[src/verilog/qadc_defs.vh]
`ifndef QADC_DEFS_VH
`define QADC_DEFS_VH

// converter and bus geometry
`define QADC_CH_COUNT        4
`define QADC_LANE_W          8
`define QADC_BUS_W           32
`define QADC_CONV_W          12
`define QADC_MUX_W           8

// timing, all in nanoseconds
`define QADC_CLK_PERIOD_NS   8
`define QADC_CONV_LOW_NS     50
`define QADC_READY_DELAY_NS  480
`define QADC_CONV_MAX_NS     1000

// mux address reset value
`define QADC_MUX_RESET       8'h00

`endif

[src/verilog/qadc_lane.v]
`timescale 1ns/1ns
`default_nettype none
`include "qadc_defs.vh"

// one converter channel: end-of-conversion capture and lane drive
module qadc_lane
#(
    parameter CONV_W = `QADC_CONV_W,
    parameter LANE_W = `QADC_LANE_W
)
(
    // clock and reset
    input  wire              clk,
    input  wire              reset_n,
    // converter side
    input  wire [CONV_W-1:0] conv_data,
    input  wire              conv_status,
    // bus side
    input  wire              lane_read_strobe,
    output reg  [LANE_W-1:0] lane_data_q,
    output reg               lane_oe_q,
    output reg               busy_q
);

    reg status_q;
    wire eoc;

    // capture on the falling status, i.e. rising inverted status
    assign eoc = status_q & ~conv_status;

    always @(posedge clk or negedge reset_n)
    begin
        if (!reset_n)
        begin
            status_q    <= 1'b0;
            lane_data_q <= {LANE_W{1'b0}};
            lane_oe_q   <= 1'b0;
            busy_q      <= 1'b0;
        end
        else
        begin
            status_q <= conv_status;
            busy_q   <= conv_status;
            // only the top bits, stored true-high offset binary
            if (eoc)
                lane_data_q <= conv_data[CONV_W-1 -: LANE_W];
            lane_oe_q <= lane_read_strobe;
        end
    end

endmodule // qadc_lane

`default_nettype wire

[src/verilog/qadc_port_ctrl.v]
`timescale 1ns/1ns
`default_nettype none
`include "qadc_defs.vh"

// Notes on behaviour
// - four channels, each on its own byte lane of the 32-bit bus
// - only the upper eight of twelve result bits are latched
// - latch captures when converter status falls at end of conversion
// - converter status high while converting, low after twelfth bit
// - converter finishes within one microsecond of start
// - lane drives bus one cycle after its read strobe, for as long as the strobe was active
// - lane read strobes only during a processor read of the port
// - read completion held off while any converter is busy
// - delayed select backup completes a read if a converter fails
// - mux address auto-increments or is loaded directly
// - results offset binary, one means logic high
// - convert asserted on each read, conversion starts on its release
// - ready on all status low or 480 ns delayed select
// - each ready event without a port write increments the mux address by one
// - a port write loads mux address from data bits seven to zero
module qadc_port_ctrl
#(
    parameter CH     = `QADC_CH_COUNT,
    parameter LANE_W = `QADC_LANE_W,
    parameter CONV_W = `QADC_CONV_W,
    parameter MUX_W  = `QADC_MUX_W
)
(
    // clock and reset
    input  wire                CLK,
    input  wire                RESET_N,
    // processor port access
    input  wire                PORT_SEL,
    input  wire                PORT_RD,
    input  wire                PORT_WR,
    input  wire [`QADC_BUS_W-1:0] DATA_IN,
    // converter status and results
    input  wire [CH-1:0]       CONV_STATUS,
    input  wire [CH*CONV_W-1:0] CONV_DATA,
    // converter start
    output reg                 CONVERT_N,
    // data bus drive
    output wire [`QADC_BUS_W-1:0] DATA_OUT,
    output wire [CH-1:0]       DATA_OE,
    output reg  [CH-1:0]       LANE_READ_STROBE_N,
    // processor handshake
    output reg                 READY_N,
    // analog mux address
    output reg  [MUX_W-1:0]    MUX_ADDRESS_LINES
);

    // ----------------------------------------------------------------
    // timing counts
    // ----------------------------------------------------------------
    localparam DLY_CYC = `QADC_READY_DELAY_NS / `QADC_CLK_PERIOD_NS;
    localparam LOW_CYC = (`QADC_CONV_LOW_NS + `QADC_CLK_PERIOD_NS - 1)
                         / `QADC_CLK_PERIOD_NS;
    localparam CNT_W   = 8;

    // states, one-hot
    localparam S_IDLE  = 3'b001;
    localparam S_CONV  = 3'b010;
    localparam S_DONE  = 3'b100;

    reg  [2:0]       state_q;
    reg  [2:0]       state_d;
    reg  [CNT_W-1:0] dly_q;
    reg  [CNT_W-1:0] low_q;
    reg              dsel_q;
    reg              pend_q;
    reg              ready_n_d;
    reg  [CH-1:0]    strobe_n_d;
    wire [CH-1:0]    busy;
    wire             port_read;
    wire             all_idle;
    wire             stretch;
    wire             status_ok;
    wire             in_conv;
    wire             ready_ev;
    wire             mux_load;
    wire             mux_step;

    assign port_read = PORT_SEL & PORT_RD;
    assign all_idle  = ~|busy;
    assign in_conv   = (state_q == S_CONV);

    // ----------------------------------------------------------------
    // channels
    // ----------------------------------------------------------------
    genvar g;
    generate
        for (g = 0; g < CH; g = g + 1)
        begin : g_lane
            qadc_lane #(
                .CONV_W (CONV_W),
                .LANE_W (LANE_W)
            ) u_lane (
                .clk              (CLK),
                .reset_n          (RESET_N),
                .conv_data        (CONV_DATA[g*CONV_W +: CONV_W]),
                .conv_status      (CONV_STATUS[g]),
                .lane_read_strobe (~LANE_READ_STROBE_N[g]),
                .lane_data_q      (DATA_OUT[g*LANE_W +: LANE_W]),
                .lane_oe_q        (DATA_OE[g]),
                .busy_q           (busy[g])
            );
        end
    endgenerate

    // ----------------------------------------------------------------
    // convert strobe and delayed select
    // ----------------------------------------------------------------
    // the convert low time is stretched so a short read still meets
    // the converter's minimum pulse width
    always @(posedge CLK or negedge RESET_N)
    begin
        if (!RESET_N)
        begin
            CONVERT_N <= 1'b1;
            low_q     <= {CNT_W{1'b0}};
            dly_q     <= {CNT_W{1'b0}};
            dsel_q    <= 1'b0;
        end
        else
        begin
            if (port_read)
            begin
                CONVERT_N <= 1'b0;
                low_q     <= LOW_CYC[CNT_W-1:0];
            end
            else if (low_q > {CNT_W{1'b0}})
                low_q <= low_q - 1'b1;
            else
                CONVERT_N <= 1'b1;
            // select delayed by the fixed line time
            if (!PORT_SEL)
            begin
                dly_q  <= {CNT_W{1'b0}};
                dsel_q <= 1'b0;
            end
            else if (dly_q < DLY_CYC[CNT_W-1:0])
                dly_q <= dly_q + 1'b1;
            else
                dsel_q <= 1'b1;
        end
    end

    // ----------------------------------------------------------------
    // conversion pending
    // ----------------------------------------------------------------
    // status is low both before a conversion starts and after it ends;
    // while the convert stretch of an earlier read runs, low status is
    // stale and may not complete an access until a converter has been
    // seen busy. a failed converter stays busy instead, and the delayed
    // select then completes the access
    assign stretch = ~CONVERT_N & ~port_read;

    always @(posedge CLK or negedge RESET_N)
    begin
        if (!RESET_N)
            pend_q <= 1'b0;
        else if (stretch)
            pend_q <= 1'b1;
        else if (|busy)
            pend_q <= 1'b0;
    end

    // ----------------------------------------------------------------
    // read handshake
    // ----------------------------------------------------------------
    // ready is held once per access; the backup fires even if a
    // converter never drops its status
    assign status_ok = all_idle & ~pend_q;
    assign ready_ev  = in_conv & PORT_SEL &
                       (status_ok | dsel_q);

    // next state and next handshake levels
    always @*
    begin
        state_d    = state_q;
        ready_n_d  = READY_N;
        strobe_n_d = LANE_READ_STROBE_N;
        case (state_q)
            S_IDLE:
            begin
                ready_n_d  = 1'b1;
                strobe_n_d = {CH{1'b1}};
                if (PORT_SEL)
                    state_d = S_CONV;
            end
            S_CONV:
            begin
                if (!PORT_SEL)
                    state_d = S_IDLE;
                else if (ready_ev)
                begin
                    ready_n_d = 1'b0;
                    if (port_read)
                        strobe_n_d = {CH{1'b0}};
                    state_d = S_DONE;
                end
            end
            S_DONE:
            begin
                if (!PORT_SEL)
                begin
                    ready_n_d  = 1'b1;
                    strobe_n_d = {CH{1'b1}};
                    state_d    = S_IDLE;
                end
            end
            default:
            begin
                ready_n_d  = 1'b1;
                strobe_n_d = {CH{1'b1}};
                state_d    = S_IDLE;
            end
        endcase
    end

    // handshake outputs come straight from these flops
    always @(posedge CLK or negedge RESET_N)
    begin
        if (!RESET_N)
        begin
            state_q            <= S_IDLE;
            READY_N            <= 1'b1;
            LANE_READ_STROBE_N <= {CH{1'b1}};
        end
        else
        begin
            state_q            <= state_d;
            READY_N            <= ready_n_d;
            LANE_READ_STROBE_N <= strobe_n_d;
        end
    end

    // ----------------------------------------------------------------
    // mux address counter
    // ----------------------------------------------------------------
    // a write on the ready event wins over the increment
    assign mux_load = ready_ev & PORT_WR;
    assign mux_step = ready_ev & ~PORT_WR;

    always @(posedge CLK or negedge RESET_N)
    begin
        if (!RESET_N)
            MUX_ADDRESS_LINES <= `QADC_MUX_RESET;
        else if (mux_load)
            MUX_ADDRESS_LINES <= DATA_IN[MUX_W-1:0];
        else if (mux_step)
            MUX_ADDRESS_LINES <= MUX_ADDRESS_LINES + 1'b1;
    end

endmodule // qadc_port_ctrl

`default_nettype wire

[config.mk]
export PLATFORM = sky130hd
export DESIGN_NAME = qadc_port_ctrl
export DESIGN_NICKNAME = d
export VERILOG_FILES = /design/src/verilog/qadc_lane.v /design/src/verilog/qadc_port_ctrl.v
export VERILOG_INCLUDE_DIRS = /design/src /design/src/verilog
export SDC_FILE = /design/constraint.sdc
export NUM_CORES = 1
export LEC_CHECK = 0
export ABC_AREA = 1
export BUFFER_PORTS_ARGS = -buffer_cell sky130_fd_sc_hd__buf_2
export CAP_MARGIN = 20
export CORE_MARGIN = 2
export CORE_UTILIZATION = 45
export DETAILED_ROUTE_END_ITERATION = 7
export PLACE_DENSITY = 0.86
export SYNTH_ARGS = -nofsm -noshare
export SYNTH_HDL_FRONTEND = slang
export SYNTH_SLANG_ARGS = --single-unit
[constraint.sdc]
create_clock -name CLK -period 2.11 [get_ports CLK]
set_clock_uncertainty 0.05 [all_clocks]
set_input_delay 0.422 -clock CLK [delete_from_list [all_inputs] [get_ports CLK]]
set_output_delay 0.422 -clock CLK [all_outputs]
set_load 0.02 [all_outputs]
---- Yosys cells after proc, flatten, opt, wreduce, memory -nomap -nowiden ----
Index checks and enable logic that the tools add are counted.
operators by class
  magnitude comparators ................... 2
  mux-type cells .......................... 26
  eq/ne operators ......................... 12
  bitwise logic cells ..................... 24
  reduce and logical (&&, ||, !) cells .... 8
  add/subtract/negate cells ............... 3
operator list
  kind                   number
  $mux W8                6
  $add A8 B1 Y8 const B  2
  $mux W4                4
  $mux W3                4
  $ne A2 B2 Y1 const B   6
  $not A1 Y1             12
  $and A1 B1 Y1          11
  $mux W1                9
  $pmux W3 S3            1
  $gt A8 B1 Y1 const B   1
  $lt A8 B6 Y1 const B   1
  $pmux W4 S2            1
  $sub A8 B1 Y8 const B  1
  $reduce_and A3 Y1      2
  $reduce_bool A2 Y1     3
  $ne A2 B1 Y1 const B   2
  $reduce_and A4 Y1      1
  $reduce_or A4 Y1       1
  $eq A3 B1 Y1 const B   1
  $eq A3 B2 Y1 const B   1
  $eq A3 B3 Y1 const B   1
  $ne A3 B2 Y1 const B   1
  $pmux W1 S2            1
  $logic_not A1 Y1       1
  $or A1 B1 Y1           1
word-level totals
  output and inout port bits .............. 50
  bits of input ports ..................... 89
  register bits ........................... 75
  word-level logic and storage cells ...... 96

---- Longest topological paths before layout ----
  depth in word-level cells ............... 8
  depth in mapped cells ................... 8
  depth with buffers taken out ............ 8

---- Modules after synthesis ----
From an unflattened synthesis, not the netlist that was laid out.
unflattened totals
  cells, all modules ...................... 382
  area total of the unflattened synthesis .. 3268.1 sq um
by module, submodules not included
  module          cells each  seq. area each (sq um)  area each (sq um)  times used
  qadc_port_ctrl  234         805.8                   1761.7             1
  qadc_lane       37          250.2                   376.6              4

---- Least setup slack after synthesis ----
Ideal clock, no wire load.
  path kind ............................... register to register
  start point ............................. register MUX_ADDRESS_LINES[0]
  end point ............................... register MUX_ADDRESS_LINES[4]
  slack ................................... 0.810 ns
  library setup time ...................... 0.117 ns
  data required time ...................... 1.943 ns
  period minus slack after synthesis ...... 1.300 ns
  cell stages (with the launch flop) ...... 9
  arrival ................................. 1.133 ns
  path through ............................ dfrtp_1 -> ha_1 -> nand3_1 -> nand2_1 -> nand2_1 -> nand2_1 -> nand2_1 -> nor2_1 -> nor2_1
on the way
  word-level cells in the longest chain between the ends .. 3
ends and longest elaborated chain
  element                   line                  source
  start: declaration        qadc_port_ctrl.v:49   output reg [MUX_W-1:0] MUX_ADDRESS_LINES
  start signal: assignment  qadc_port_ctrl.v:248  MUX_ADDRESS_LINES <= `QADC_MUX_RESET;
  start signal: assignment  qadc_port_ctrl.v:250  MUX_ADDRESS_LINES <= DATA_IN[MUX_W-1:0];
  start signal: assignment  qadc_port_ctrl.v:252  MUX_ADDRESS_LINES <= MUX_ADDRESS_LINES + 1'b1;
  $add A8 B1 Y8             qadc_port_ctrl.v:252
  $mux W8                   qadc_port_ctrl.v:251  else if (mux_step)
  $mux W8                   qadc_port_ctrl.v:249  else if (mux_load)
No other way between the ends. The select of a mux whose other input is x is not followed.
A chain may end at the register's enable or synchronous reset.

==> impl_metrics.ini <==
[power]
p_sw_mw = 1.31
power_density_nw_per_um2 = 970
switching_share_pct = 33.8
combPwrFrac_pct = 26.3
p_seq_share_pct = 45.8
ir_drop_uv = 697
p_leak_nw = 2.11
p_clk_share_pct = 27.9
internal-power_mw = 2.56

[critical_path]
path_max_fanout = 6
end_kind = output pin
crit_required_ps = 1640
startpoint_type = register
worstPathCellList = buf_2
crit_family = flip-flops
cp.arrival_ps = 1080
max_stage_delay_ps = 560
path_buf_inv = 1
crit_type = register to output pin
slowest_stage = dfstp_2

[finish]
nets = 515
final_common_cell = buf_2
diodes = 0
fin_area_sq_um = 3990
fillCellCount = 607
layout_common_cells = buf_2, nand2_1, dfrtp_1
syn2layout_area_growth_pct = 24.7
multi_input_area_sq_um = 1260
register_area_sq_um = 1730
drive_gt1_share_pct = 41.0

[sta]
min_period_over_period_pct = 73.4
rsz0062_at_grt = false
min_period_ps = 1550
fmax_ghz = 0.646
worstMarginPinSlew_ps = 469
setup_viol = 0
worst_hold_slack_ps = 137
finalSetupTns_ps = 0
hold_violations = 0
maxSlewViolCount = 0
relSlewSlack_pct = 68.8

[clocking]
post-cts-setup-buffers = 0
clk_latency_ps = 350
cts_buffers = 9
cts_root_buf = clkbuf_8
cts_tree = done
htreeDepth = 3
cts.path.max_buffers = 2
path_clk_slew_ps = 80
cts_sinks = 69
cts.repair.resized = 0
cts_hold_buf = 1

[flow_run]
max-cap-violations = 0

[die]
start_util_pct = 46.9
die_w_microns = 88.4
dieArea_sq_um = 7810
fp-row-count = 30
dieHeight_microns = 88.4
pin_count = 139
core_sq_um = 6830

[global_routing]
grt_max_degree = 34
gr-total-overflow = 0
grt_pass1_wl_microns = 10900
grt_pass1_vias = 2517
antenna_found_initial = 0
grtUsageTotal_pct = 18.3

[place]
gp_congestion = 0.811
port_buffers = 98
placed_cell_area_sq_um = 3780
dpl.hpwl_microns = 4920

[routing]
drt_wl_total_microns = 6710
drtIter0Drc = 107
route.detailed.drc = 0
routedWlPerCell_microns = 12.8
viasPerCell = 4.87
dr.pass1.iters = 4
vias = 2547
ant_nets = 0

[synthesis]
syn-num-nets = 413
synth_cell_types = 31
ys_warn_count = 0
synth_cells = 320
post_synth.cell_area_avg_sq_um = 10.0
synth-seq-cells = 69
synth_area_sq_um = 3200
yosysSeqAreaShare_pct = 54.1

[status]
status = finished clean

[min_path]
hp-class = primary input to register
layer usage:
| metal | track usage, % | wire length (microns) |
|---|---|---|
| met3 | 5.60 | 417 |
| met2 | 32.2 | 3390 |
| met4 | 8.82 | 93 |
| met1 | 20.2 | 2810 |
| met5 | 0 | 0 |
layout make-up:
class	instances	share of cell area, %
clock buffer	11	3.54
clock inverter	5	1.50
inverter	36	3.39
multi-input combinational	205	31.6
sequential	69	43.4
tap	96	3.01
timing repair buffer	101	13.5
state kept, by name (all words and copies together), names as in the netlist, 3 cells and up:
name / cells
g_lane.u_lane.lane_data_q: 32
MUX_ADDRESS_LINES: 8
dly_q: 8
low_q: 8
g_lane.u_lane.status_q: 4
state_q: 3
through the flow:
step                      instances  total power [mW]  util [%]  setup WS (ps)
after detailed placement        506              2.81      55.3            586
final                           523              3.87      58.4            561
after CTS                       523              3.91      58.4            540
after global placement          506              2.75      55.3            639
after global routing            523              4.10      58.4            503
after floorplan                 320              2.47         -            810
power groups by stage:
stage / Sequential, mW / Combinational [mW] / Clock, mW
after floorplan: 1.91 / 0.559 / 0
final: 1.77 / 1.02 / 1.08
after detailed placement: 1.79 / 1.02 / 0
after global placement: 1.77 / 0.975 / 0
after global routing: 1.81 / 1.14 / 1.15
after CTS: 1.77 / 1.03 / 1.11
cell usage after synthesis (all sizes together):
library cell / n / area share (%)
nand2: 74 / 9.5
dfrtp: 65 / 51
inv: 36 / 4.2
mux2: 32 / 11
nor2: 30 / 4.4
nand3: 25 / 4.5
buf: 10 / 2.3
o21ai: 10 / 1.6
nand4: 9 / 2.0
a21oi: 5 / 1.1
dfstp: 4 / 3.3
ha: 4 / 1.6
nor3: 3 / 0.47
o31ai: 3 / 0.70
xor2: 3 / 0.82
or2: 2 / 0.39
a21o: 1 / 0.23
nand3b: 1 / 0.23
o21a: 1 / 0.23
o21bai: 1 / 0.23
xnor2: 1 / 0.27
cells by family (layout without fill, tap and decap cells):
| family | Yosys count | after routing | synth area share (%) |
|---|---|---|---|
| buffers and inverters | 46 | 153 | 6.49 |
| AO/OA/AOI/OAI | 21 | 21 | 4.10 |
| flip-flops | 69 | 69 | 54.1 |
| XOR/XNOR | 4 | 4 | 1.09 |
| AND/OR/NAND/NOR | 144 | 144 | 21.4 |
| adder cells (fa/ha/maj) | 4 | 4 | 1.56 |
| multiplexers | 32 | 32 | 11.3 |
final timing paths:
kind                                            start                         end  slack, ps  cells after the start
worst max-delay path            LANE_READ_STROBE_N[2]       LANE_READ_STROBE_N[3]        560                      1
worst min-delay path                   CONV_STATUS[0]   g_lane[0].u_lane.status_q        140                      1
worst max register to register               low_q[0]                    low_q[1]        690                      7
worst min register to register  LANE_READ_STROBE_N[2]  g_lane[0].u_lane.lane_oe_q        420                      1
max in group asynchronous                     RESET_N                   CONVERT_N        900                      3
min in group asynchronous                     RESET_N                    dly_q[2]        510                      2
Power figures use the tool's default switching activity.
